<file path="src/design/tec_timer_defs.svh">
// Purpose: offsets, field positions, reset values and timing counts of the timer/event counter pair
// Assumes: 32-bit AHB-Lite data, one aligned word per register, low address byte decoded
// Notes: definitions only
`ifndef TEC_TIMER_DEFS_SVH
`define TEC_TIMER_DEFS_SVH

// register byte offsets
`define TEC_OFF_COUNT0 8'h00
`define TEC_OFF_CTRL0 8'h04
`define TEC_OFF_COUNT1 8'h08
`define TEC_OFF_CTRL1 8'h0c
`define TEC_OFF_IRQ_STATUS 8'h10
`define TEC_OFF_IRQ_MASK 8'h14
`define TEC_UNIT_STRIDE 8'h08

// control register field positions
`define TEC_CTRL_MODE_HI 7
`define TEC_CTRL_MODE_LO 6
`define TEC_CTRL_UNUSED_BIT 5
`define TEC_CTRL_RUN_BIT 4
`define TEC_CTRL_EDGE_BIT 3
`define TEC_CTRL_PSC_HI 2
`define TEC_CTRL_PSC_LO 0
`define TEC_CTRL_WMASK 8'hdf

// reset values
`define TEC_CTRL_RESET 8'h00
`define TEC_COUNT_RESET 8'h00
`define TEC_PRELOAD_RESET 8'h00
`define TEC_IRQ_RESET 2'h0
`define TEC_COUNT_FULL 8'hff

// prescaler depth: seven stages give 1:1 up to 1:128
`define TEC_PSC_WIDTH 7

`endif

</file>
<file path="src/design/tec_pkg.sv">
// Purpose: types shared by the timer/event counter pair
// Assumes: two identical 8-bit units
// Notes: field positions match the defines header
package tec_pkg;

    typedef logic [1:0] tec_unit_vec_t;

    typedef enum logic [1:0] {
        TEC_MODE_NONE = 2'b00,
        TEC_MODE_EVENT = 2'b01,
        TEC_MODE_TIMER = 2'b10,
        TEC_MODE_PULSE = 2'b11
    } tec_mode_t;

    typedef struct packed {
        tec_mode_t mode;
        logic unused;
        logic run;
        logic edge_sel;
        logic [2:0] psc;
    } tec_ctrl_t;

    typedef enum logic [1:0] {
        TEC_PW_IDLE = 2'b00,
        TEC_PW_ARMED = 2'b01,
        TEC_PW_COUNT = 2'b10
    } tec_pw_state_t;

endpackage

</file>
<file path="src/design/tec_timer.sv">
// Purpose: two 8-bit count-up timer/event counters behind an AHB-Lite slave
// Assumes: core_clk at 200 MHz, timer pins asynchronous to core_clk
// Notes: overflow sets sticky status bits, gated by a mask onto irq
//
// The implementer's own choices: the AHB-Lite register port and the placing of the registers.
`timescale 1ns/1ps
`default_nettype none
`include "tec_timer_defs.svh"

module tec_timer (
    input wire logic core_clk,
    input wire logic reset,
    input wire logic ce,
    input wire logic hsel,
    input wire logic [31:0] haddr,
    input wire logic [1:0] htrans,
    input wire logic hwrite,
    input wire logic [2:0] hsize,
    input wire logic [31:0] hwdata,
    input wire logic hready,
    output logic [31:0] hrdata,
    output logic hreadyout,
    output logic hresp,
    input wire tec_pkg::tec_unit_vec_t timer_pin,
    input wire logic power_down,
    output logic irq,
    output logic wake_req
);
    import tec_pkg::*;

    // byte offset of a unit's count or control register
    function automatic logic [7:0] unit_offset(input int unsigned unit, input logic is_ctrl);
        logic [7:0] base;
        base = is_ctrl ? `TEC_OFF_CTRL0 : `TEC_OFF_COUNT0;
        unit_offset = base + (unit[0] ? `TEC_UNIT_STRIDE : 8'h00);
    endfunction

    // all-ones mask of the prescaler bits that must be full for one tick
    function automatic logic [`TEC_PSC_WIDTH-1:0] psc_mask(input logic [2:0] sel);
        psc_mask = ~({`TEC_PSC_WIDTH{1'b1}} << sel);
    endfunction

    // bus data phase state
    logic dp_valid;
    logic dp_write;
    logic [7:0] dp_addr;
    logic rd_done;
    logic wr_en;
    logic wr_stat;
    logic wr_mask;

    // pin synchroniser and edge detection
    tec_unit_vec_t pin_meta;
    tec_unit_vec_t pin_sync;
    tec_unit_vec_t pin_prev;
    tec_unit_vec_t pin_rise;
    tec_unit_vec_t pin_fall;

    // per-unit state
    tec_ctrl_t ctrl [2];
    logic [7:0] count [2];
    logic [7:0] preload [2];
    logic [`TEC_PSC_WIDTH-1:0] pre [2];
    tec_pw_state_t pw_state [2];
    tec_unit_vec_t ovf;
    tec_unit_vec_t ovf_event_mode;

    // interrupt registers
    logic [1:0] irq_status;
    logic [1:0] irq_mask;

    // always OKAY; reads take one wait state so read data comes from a flop
    assign hresp = 1'b0;
    assign hreadyout = ce && !(dp_valid && !dp_write && !rd_done);
    assign wr_en = ce && dp_valid && dp_write;
    assign wr_stat = wr_en && (dp_addr == `TEC_OFF_IRQ_STATUS);
    assign wr_mask = wr_en && (dp_addr == `TEC_OFF_IRQ_MASK);

    // address phase capture
    always_ff @(posedge core_clk or posedge reset) begin
        if (reset) begin
            dp_valid <= 1'b0;
            dp_write <= 1'b0;
            dp_addr <= 8'h00;
        end else if (ce && hready) begin
            dp_valid <= hsel && htrans[1];
            dp_write <= hwrite;
            dp_addr <= haddr[7:0];
        end
    end

    // read data register, loaded in the wait cycle of a read
    always_ff @(posedge core_clk or posedge reset) begin
        if (reset) begin
            rd_done <= 1'b0;
            hrdata <= 32'h0000_0000;
        end else if (ce) begin
            rd_done <= dp_valid && !dp_write && !rd_done;
            if (dp_valid && !dp_write && !rd_done) begin
                case (dp_addr)
                    `TEC_OFF_COUNT0: hrdata <= {24'h000000, count[0]};
                    `TEC_OFF_CTRL0: hrdata <= {24'h000000, ctrl[0] & `TEC_CTRL_WMASK};
                    `TEC_OFF_COUNT1: hrdata <= {24'h000000, count[1]};
                    `TEC_OFF_CTRL1: hrdata <= {24'h000000, ctrl[1] & `TEC_CTRL_WMASK};
                    `TEC_OFF_IRQ_STATUS: hrdata <= {30'h0, irq_status};
                    `TEC_OFF_IRQ_MASK: hrdata <= {30'h0, irq_mask};
                    default: hrdata <= 32'h0000_0000;
                endcase
            end
        end
    end

    always_ff @(posedge core_clk or posedge reset) begin
        if (reset) begin
            pin_meta <= 2'b00;
            pin_sync <= 2'b00;
            pin_prev <= 2'b00;
        end else if (ce) begin
            pin_meta <= timer_pin;
            pin_sync <= pin_meta;
            pin_prev <= pin_sync;
        end
    end

    assign pin_rise = pin_sync & ~pin_prev;
    assign pin_fall = ~pin_sync & pin_prev;

    for (genvar u = 0; u < 2; u++) begin : g_unit
        logic wr_count;
        logic wr_ctrl;
        logic tick;
        logic act_edge;
        logic idle_edge;
        logic pulse_on;
        logic pre_run;
        logic inc;
        logic pw_stop;
        logic [7:0] reload;

        assign wr_count = wr_en && (dp_addr == unit_offset(u, 1'b0));
        assign wr_ctrl = wr_en && (dp_addr == unit_offset(u, 1'b1));

        assign tick = (pre[u] & psc_mask(ctrl[u].psc)) == psc_mask(ctrl[u].psc);

        assign act_edge = ctrl[u].edge_sel ? pin_rise[u] : pin_fall[u];
        assign idle_edge = ctrl[u].edge_sel ? pin_fall[u] : pin_rise[u];

        assign pulse_on = ctrl[u].run && (ctrl[u].mode == TEC_MODE_PULSE);
        assign pw_stop = pulse_on && (pw_state[u] == TEC_PW_COUNT) && idle_edge;

        // prescaler runs only for internal clocking
        assign pre_run = (ctrl[u].run && (ctrl[u].mode == TEC_MODE_TIMER))
            || (pulse_on && (pw_state[u] == TEC_PW_COUNT));

        // mode decode of the count enable
        always_comb begin
            case (ctrl[u].mode)
                TEC_MODE_TIMER: inc = ctrl[u].run && tick;
                TEC_MODE_EVENT: inc = ctrl[u].run && (ctrl[u].edge_sel ? pin_fall[u] : pin_rise[u]);
                TEC_MODE_PULSE: inc = pulse_on && (pw_state[u] == TEC_PW_COUNT) && tick && !idle_edge;
                default: inc = 1'b0;
            endcase
        end

        assign ovf[u] = inc && (count[u] == `TEC_COUNT_FULL);
        assign ovf_event_mode[u] = ovf[u] && (ctrl[u].mode == TEC_MODE_EVENT);
        // a preload written in the overflow cycle is the one reloaded
        assign reload = wr_count ? hwdata[7:0] : preload[u];

        // prescaler counter, cleared while idle so each run starts aligned
        always_ff @(posedge core_clk or posedge reset) begin
            if (reset) begin
                pre[u] <= '0;
            end else if (ce) begin
                if (pre_run) begin
                    pre[u] <= pre[u] + 1'b1;
                end else begin
                    pre[u] <= '0;
                end
            end
        end

        // pulse width measurement sequencer
        always_ff @(posedge core_clk or posedge reset) begin
            if (reset) begin
                pw_state[u] <= TEC_PW_IDLE;
            end else if (ce) begin
                case (pw_state[u])
                    TEC_PW_IDLE: begin
                        if (pulse_on) begin
                            pw_state[u] <= TEC_PW_ARMED;
                        end
                    end
                    TEC_PW_ARMED: begin
                        if (!pulse_on) begin
                            pw_state[u] <= TEC_PW_IDLE;
                        end else if (act_edge) begin
                            pw_state[u] <= TEC_PW_COUNT;
                        end
                    end
                    TEC_PW_COUNT: begin
                        if (!pulse_on || idle_edge) begin
                            pw_state[u] <= TEC_PW_IDLE;
                        end
                    end
                    default: pw_state[u] <= TEC_PW_IDLE;
                endcase
            end
        end

        // control register; a software write wins over the automatic stop
        always_ff @(posedge core_clk or posedge reset) begin
            if (reset) begin
                ctrl[u] <= `TEC_CTRL_RESET;
            end else if (ce) begin
                if (wr_ctrl) begin
                    ctrl[u] <= hwdata[7:0] & `TEC_CTRL_WMASK;
                end else if (pw_stop) begin
                    ctrl[u].run <= 1'b0;
                end
            end
        end

        // preload register, always written by software
        always_ff @(posedge core_clk or posedge reset) begin
            if (reset) begin
                preload[u] <= `TEC_PRELOAD_RESET;
            end else if (ce && wr_count) begin
                preload[u] <= hwdata[7:0];
            end
        end

        // counter register
        always_ff @(posedge core_clk or posedge reset) begin
            if (reset) begin
                count[u] <= `TEC_COUNT_RESET;
            end else if (ce) begin
                if (wr_count && !ctrl[u].run) begin
                    count[u] <= hwdata[7:0];
                end else if (ovf[u]) begin
                    count[u] <= reload;
                end else if (inc) begin
                    count[u] <= count[u] + 8'h01;
                end
            end
        end
    end

    // sticky status, write one to clear; a new overflow wins over the clear
    always_ff @(posedge core_clk or posedge reset) begin
        if (reset) begin
            irq_status <= `TEC_IRQ_RESET;
        end else if (ce) begin
            irq_status <= (irq_status & ~(wr_stat ? hwdata[1:0] : 2'b00)) | ovf;
        end
    end

    // interrupt enables
    always_ff @(posedge core_clk or posedge reset) begin
        if (reset) begin
            irq_mask <= `TEC_IRQ_RESET;
        end else if (ce && wr_mask) begin
            irq_mask <= hwdata[1:0];
        end
    end

    assign irq = |(irq_status & irq_mask);

    always_ff @(posedge core_clk or posedge reset) begin
        if (reset) begin
            wake_req <= 1'b0;
        end else if (ce) begin
            wake_req <= power_down && (|ovf_event_mode);
        end
    end

endmodule
`default_nettype wire

</file>
<file path="config.mk">
export PLATFORM = sky130hd
export DESIGN_NAME = tec_timer
export DESIGN_NICKNAME = d
export VERILOG_FILES = /design/src/design/tec_pkg.sv /design/src/design/tec_timer.sv
export VERILOG_INCLUDE_DIRS = /design/src /design/src/design
export SDC_FILE = /design/constraint.sdc
export NUM_CORES = 1
export LEC_CHECK = 0
export BUFFER_PORTS_ARGS = -buffer_cell sky130_fd_sc_hd__buf_4
export CORE_UTILIZATION = 30
export DETAILED_ROUTE_END_ITERATION = 7
export GPL_TIMING_DRIVEN = 0
export PLACE_DENSITY = 0.56
export SLEW_MARGIN = 30
export SYNTH_ARGS = -nofsm -noshare
export SYNTH_HDL_FRONTEND = slang
export SYNTH_SLANG_ARGS = --single-unit
</file>
<file path="constraint.sdc">
create_clock -name core_clk -period 5.2 [get_ports core_clk]
set_input_delay 1.04 -clock core_clk [delete_from_list [all_inputs] [get_ports core_clk]]
set_output_delay 1.04 -clock core_clk [all_outputs]
set_load 0.05 [all_outputs]
</file>
==> results by group, run 1 <==
Setup path
  – Flop-to-flop setup slack: 2.53 ns
  – Startpoint types: input port
  – Setup crit end kind: primary output
  – CP Data Required Time: 4.16 ns
  – Critical path data arrival time: 2.42 ns
  – Crit Path Class: input port to primary output
  – Critical Path Fanout Max: 10

Power
  – Share of total power in sequential cells: 0.459
  – LEAKAGE: 0.00286 µW
  – Net switching power: 454 µW
  – Logic pwr share: 0.129
  – Clock share of power: 0.413
  – VDD IR max: 0.170 mV
  – Net Sw Frac: 0.264
  – Internal power: 1260 µW
  – Pwr/cell area: 271 nW/µm²

Yosys
  – Post-Syn Area per Cell: 10.1 µm²
  – Cell Area, Synth: 5350 µm²
  – Post-synth EDFFs: 0
  – Yosys cell types: 69
  – Syn. warnings: 0
  – Commonest cells in the netlist: dfrtp_1 (94), nand2_1 (58), mux2_2 (35), nor2_1 (32), o21ai_0 (27)
  – Post-synthesis sequential area ratio: 0.440
  – Top_reg_cell synth: dfrtp_1
  – Post-synth top area share: 0.440
  – Post-synth ARST share: 1.00
  – #FFs+latches synth: 94
  – Post-Synthesis Cells: 528
  – Top cells by area, synth: dfrtp_1 (44%), mux2_2 (7.4%), nand2_1 (4.1%), buf_4 (3.6%), ha_1 (2.8%)
  – Most frequent cell after synthesis: dfrtp_1
  – Area leader, netlist: dfrtp_1

Route
  – Drt first pass iters: 5
  – Antenna Nets Post-Route: 0
  – Initial DRC Count: 260
  – Wire per inst: 17.0 µm
  – Final wirelength: 14.1 mm
  – Drc violations: 0
  – Drt via density: 5.14
  – Vias: 4259

Outcome
  – Outcome: finished, final reports clean

Floorplanning
  – Top-Level Pins: 114
  – Die Wd: 136 µm
  – Starting density of the core: 0.308
  – Row count: 48
  – Overall die height: 136 µm
  – Die area: 18400 µm²
  – Core ar.: 17400 µm²

STA
  – Final Max Tran Viols: 0
  – Setup TNS: 0 ns
  – Worst-Margin Slew: 0.844 ns
  – Final setup violation count: 0
  – Period utilisation layout: 0.665
  – Worst slew margin: 0.432
  – Fin crit period: 3.46 ns
  – Unrepaired setup endpoints after global routing: no
  – Fmax achieved: 289 MHz
  – Clk_skew: 0.00676 ns
  – Final Hold Viols: 0

Global routing
  – Total grt overflow: 0
  – GRT Overall Usage: 0.162
  – Initial antenna violation count: 0
  – Vias in the first global route: 4144
  – Largest net degree at the start of global routing: 53
  – First-pass GRT wire length: 22.9 mm

Clock network
  – CTS max path bufs: 2
  – Clk root buf: clkbuf_16
  – CTS Hold Bufs: 0
  – TritonCTS clock tree: done
  – Post-CTS Setup Bufs: 0
  – Post_cts resized: 0
  – Number of buffers created by CTS: 9
  – Worst-path clk slew: 0.06 ns
  – H-tree levels: 3
  – Worst-Skew Late Latency: 0.35 ns
  – Sink Count: 94

Place
  – Hpwl dp: 10.3 mm
  – IO Port Bufs: 35
  – Placed Cells: 813
  – Gp weighted congestion: 0.858

Layout
  – Filler Cell Count: 1721
  – Area grow syn2layout: 18.4%
  – Storage cell area: 2350 µm²
  – Non-filler cells, final: 829
  – Share of layout cells above drive strength 1: 0.233
  – Finished Core Util: 0.365
  – Nets: 689
  – Multi-input gate area: 2720 µm²
  – N_diodes: 0

Job
  – Max Cap Viol: 0

Worst hold path
  – Hold Crit Class: register to register
path summary, 6_finish.rpt:
check	from	end	cells past startpoint
max in group asynchronous	reset	pin_prev[0]	3
worst min register to register	preload[2]	preload[2]	2
worst max-delay path	ce	hreadyout	5
worst min-delay path	preload[2]	preload[2]	2
worst max register to register	ctrl[7]	count[6]	9
min in group asynchronous	reset	preload[2]	2
cell families (layout without fill, tap and decap cells):
family,count (synthesis),after routing,share of synthesized area
mux,52,52,0.123
flops,94,94,0.440
fa+ha+maj,12,12,0.0281
other cells,1,25,0.000701
buf+inv,68,120,0.0695
compound gates,118,118,0.152
simple gates,173,173,0.170
xor+xnor,10,10,0.0164
final cells by class:
type	instances	area share
buffer	45	0.0451
clock buffer	10	0.0362
clock inverter	6	0.0136
inverter	23	0.0144
multi-input combinational	390	0.429
sequential	94	0.371
tap	225	0.0445
timing repair buffer	36	0.0458
worst max-delay path: stages:
cell and delay, ns:
buf_2 0.21, inv_1 0.29, clkbuf_1 0.51, nor2_1 0.14, buf_4 0.22
power groups by stage:
stage | combinational [µW] | clock [µW] | sequential (µW)
floorplan | 161 | 0 | 795
global placement | 216 | 0 | 800
detailed placement | 223 | 0 | 802
CTS | 223 | 724 | 788
global route | 240 | 753 | 792
finish | 221 | 709 | 788
flip-flops by register name, summed over array words and instances (netlist names):
register    cells
irq_mask        2
count          16
ctrl           14
dp_write        1
hrdata          8
wake_req        1
pin_prev        2
preload        16
pre            14
pin_sync        2
dp_valid        1
pin_meta        2
dp_addr         8
pw_state        4
rd_done         1
irq_status      2
cells in the final DEF (no fill, tap or decap), types with 4 or more instances in the layout:
cell        n
a211oi_1    6
a21boi_0    4
a21oi_1    17
a221o_1     5
a22o_1      9
a22oi_1     8
a31oi_1     4
and2_1      4
and3_1      6
buf_4      61
clkbuf_1   13
clkbuf_16   9
conb_1     25
dfrtp_1    94
ha_1       12
inv_1      22
mux2_2     35
mux2i_1     9
mux4_2      6
nand2_1    58
nand2b_1    5
nand3_1    18
nand3b_1    5
nand4_1     4
nor2_1     32
nor3_1      5
nor4_1      6
o21ai_0    27
o22ai_1     7
o31ai_1     4
or3b_2      5
xor2_1      8
per-layer routing:
metal / GRT usage / vias to the layer above / wire (µm)
met3: 0.0217 / 16 / 512
met5: 0 / - / 0
met1: 0.222 / 2103 / 6470
li1: - / 2040 / -
met4: 0.0556 / 0 / 253
met2: 0.262 / 100 / 6840
metrics by stage:
| step | cell area [µm²] | hold slack [ns] | setup slack (ns) | power [µW] |
|---|---|---|---|---|
| floorplan | 5440 | 0.428 | 1.71 | 956 |
| finish | 6330 | 0.465 | 1.74 | 1720 |
| CTS | 6330 | 0.471 | 1.70 | 1730 |
| detailed placement | 6020 | 0.456 | 1.70 | 1020 |
| global placement | 5980 | 0.452 | 0.487 | 1020 |
| global route | 6330 | 0.500 | 1.64 | 1790 |
Note: power is estimated with default switching activity, not from simulation.
==> run 2: changes to the inputs <==
ABC_AREA = 1   (was default)
PLACE_DENSITY = 0.57   (was 0.56)
clock period = 2.87 ns   (was 5.2 ns; I/O delays follow)
==> run 2 against run 1 <==
Compared with the run above:
- sequential share of layout area is 2.4 points lower
- area after synthesis grew 7.3%
- flip-flop and latch count unchanged
- cell area up 7.1%
- setup slack got worse by 0.81 ns
- sequential power rose by 84%
- routed wire length is 5.8% higher
- first-iteration DRC count increased by 28%
- global-route usage down 0.22 points
- clock skew up 0.0059 ns
- clock power up 82%
- non-clock buffer count is 1 lower
- critical endpoint unchanged
- largest cell class unchanged
==> results by group, run 2 <==
Outcome
  – Outcome: finished, final reports clean

Yosys
  – Most frequent cell after synthesis: nand2_1
  – Area leader, netlist: dfrtp_1
  – Commonest cells in the netlist: nand2_1 (164), dfrtp_1 (94), inv_1 (94), nor2_1 (64), nand3_1 (56)
  – Top cells by area, synth: dfrtp_1 (41%), nand2_1 (11%), inv_1 (6.1%), nand3_1 (4.9%), nor2_1 (4.2%)
  – Post-synth top area share: 0.410 (-0.0301)
  – Post-Synthesis Cells: 732 (+39%)
  – Cell Area, Synth: 5740 µm² (+7.3%)
  – Post-synthesis sequential area ratio: 0.410 (-0.0301)
  – Post-synth EDFFs: 0 (unchanged)
  – #FFs+latches synth: 94 (unchanged)
  – Post-Syn Area per Cell: 7.85 µm² (-23%)
  – Syn. warnings: 0 (unchanged)
  – Top_reg_cell synth: dfrtp_1
  – Post-synth ARST share: 1.00 (unchanged)
  – Yosys cell types: 40 (-42%)

Route
  – Final wirelength: 14.9 mm (+5.8%)
  – Drt first pass iters: 5 (unchanged)
  – Initial DRC Count: 334 (+28%)
  – Wire per inst: 14.3 µm (-16%)
  – Drt via density: 4.64 (-9.6%)
  – Antenna Nets Post-Route: 0 (unchanged)
  – Drc violations: 0 (unchanged)
  – Vias: 4843 (+14%)

Floorplanning
  – Overall die height: 140 µm (+3.6%)
  – Row count: 50 (+4.2%)
  – Die Wd: 140 µm (+3.6%)
  – Die area: 19700 µm² (+7.2%)
  – Starting density of the core: 0.307 (-0.00122)
  – Core ar.: 18700 µm² (+7.8%)
  – Top-Level Pins: 114 (unchanged)

STA
  – Fmax achieved: 517 MHz
  – Worst slew margin: 0.585 (+0.153)
  – Setup TNS: 0 ns (unchanged)
  – Worst-Margin Slew: 0.617 ns (-0.226 ns)
  – Period utilisation layout: 0.674
  – Final setup violation count: 0 (unchanged)
  – Unrepaired setup endpoints after global routing: no
  – Fin crit period: 1.93 ns
  – Clk_skew: 0.0126 ns (+0.00585 ns)
  – Final Hold Viols: 0 (unchanged)
  – Final Max Tran Viols: 0 (unchanged)

Clock network
  – Post-CTS Setup Bufs: 0 (unchanged)
  – Number of buffers created by CTS: 9 (unchanged)
  – Sink Count: 94 (unchanged)
  – H-tree levels: 3 (unchanged)
  – TritonCTS clock tree: done
  – Worst-Skew Late Latency: 0.36 ns (about the same)
  – Worst-path clk slew: 0.06 ns (about the same)
  – Post_cts resized: 0 (unchanged)
  – Clk root buf: clkbuf_16
  – CTS max path bufs: 2 (unchanged)
  – CTS Hold Bufs: 0 (unchanged)

Worst hold path
  – Hold Crit Class: input port to asynchronous set/reset pin

Place
  – IO Port Bufs: 36 (+2.9%)
  – Gp weighted congestion: 0.831 (-3.2%)
  – Hpwl dp: 11.1 mm (+6.8%)
  – Placed Area: 6470 µm² (+7.5%)

Setup path
  – FF-to-FF Start: dp_addr[1]
  – Crit Path Class: register to primary output
  – Critical Path Fanout Max: 3 (-7)
  – Worst setup path start: dp_write
  – Setup crit end kind: primary output
  – Startpoint types: register
  – CP Data Required Time: 2.30 ns (-1.86 ns)
  – Critical path data arrival time: 1.36 ns (-1.06 ns)

Job
  – Max Cap Viol: 0 (unchanged)

Global routing
  – GRT Overall Usage: 0.160 (-0.00223)
  – First-pass GRT wire length: 24.2 mm (+6.1%)
  – Total grt overflow: 0 (unchanged)
  – Largest net degree at the start of global routing: 27 (-49%)
  – Vias in the first global route: 4586 (+11%)
  – Initial antenna violation count: 0 (unchanged)

Power
  – Pwr/cell area: 471 nW/µm² (+74%)
  – LEAKAGE: 0.00341 µW (+20%)
  – VDD IR max: 0.420 mV (+150%)

Layout
  – Area grow syn2layout: 18.0%
  – Final instance area: 6780 µm² (+7.1%)
  – Commonest non-fill, non-tap cells in the layout: nand2_1 (164), dfrtp_1 (94), inv_1 (93), buf_4 (66), nor2_1 (64)
  – Share of layout cells above drive strength 1: 0.187 (-0.0468)
  – Most common cell after layout, fill and taps aside: nand2_1
  – Nets: 896 (+30%)
  – Leading registers by flop count: count (16), preload (16)
  – N_diodes: 0 (unchanged)
  – Finished Core Util: 0.362 (-0.00243)
[run 2: changes by cell type after synthesis, moves of 14 or more]
cell,previous run,this run
nand2_1,58,164
inv_1,23,94
nand4_1,4,19
o21ai_1,1,15
nand3_1,18,56
mux2_2,35,5
a21oi_1,17,38
nor2_1,32,64
[run 2: kinds of logic (layout without fill, tap and decap cells)]
| family | Yosys count | after routing | share of synthesized area |
|---|---|---|---|
| xor+xnor | 16 | 16 | 0.0244 |
| fa+ha+maj | 12 | 12 | 0.0261 |
| buf+inv | 142 | 195 | 0.118 |
| other cells | 1 | 25 | 0.000653 |
| simple gates | 349 | 349 | 0.300 |
| compound gates | 113 | 113 | 0.111 |
| flops | 94 | 94 | 0.410 |
| mux | 5 | 5 | 0.00980 |
[run 2: worst max-delay path: stages, from the launching register on]
cell and delay [ns]:
dfrtp_1 0.42, inv_1 0.08, a31oi_1 0.26, buf_4 0.25
[run 2: final cells by class]
type / instances / area (µm²)
multi-input cells: 520 / 2800
clock buffers: 10 / 239
inverters: 101 / 383
clock inverters: 4 / 72.6
well taps: 234 / 293
repair buffers: 39 / 338
plain buffers: 41 / 300
flip-flops and latches: 94 / 2350
fillers: 1964 / 11900
[run 2: layer usage]
layer / GRT usage / wire length (µm) / up-vias
li1: - / - / 2468
met1: 0.215 / 7220 / 2248
met4: 0.0463 / 279 / 0
met2: 0.259 / 6870 / 105
met5: 0 / 0 / -
met3: 0.0328 / 529 / 22
[run 2: worst paths after layout]
path	slack, ns	depth (start not counted)	to
worst max-delay path	0.94	3	hreadyout
worst min-delay path	0.29	2	dp_write
worst max register to register	1.00	7	hrdata[2]
worst min register to register	0.48	2	pin_meta[1]
max in group asynchronous	1.88	4	wake_req
min in group core_clk	0.43	3	pin_meta[1]
[run 2: where the power goes]
| part | switching [µW] | total [µW] | internal [µW] |
|---|---|---|---|
| clock network | 517 | 1290 | 776 |
| logic | 306 | 453 | 147 |
| registers | 58.3 | 1450 | 1390 |
[run 2: through the flow]
step | setup WS [ns] | hold slack [ns] | total power, µW | cells
finish | 0.935 | 0.289 | 3200 | 1043
CTS | 0.934 | 0.298 | 3230 | 1043
floorplan | 0.805 | 0.442 | 1800 | 756
global placement | 0.409 | 0.457 | 1910 | 1026
global route | 0.817 | 0.327 | 3320 | 1043
detailed placement | 0.868 | 0.464 | 1930 | 1029
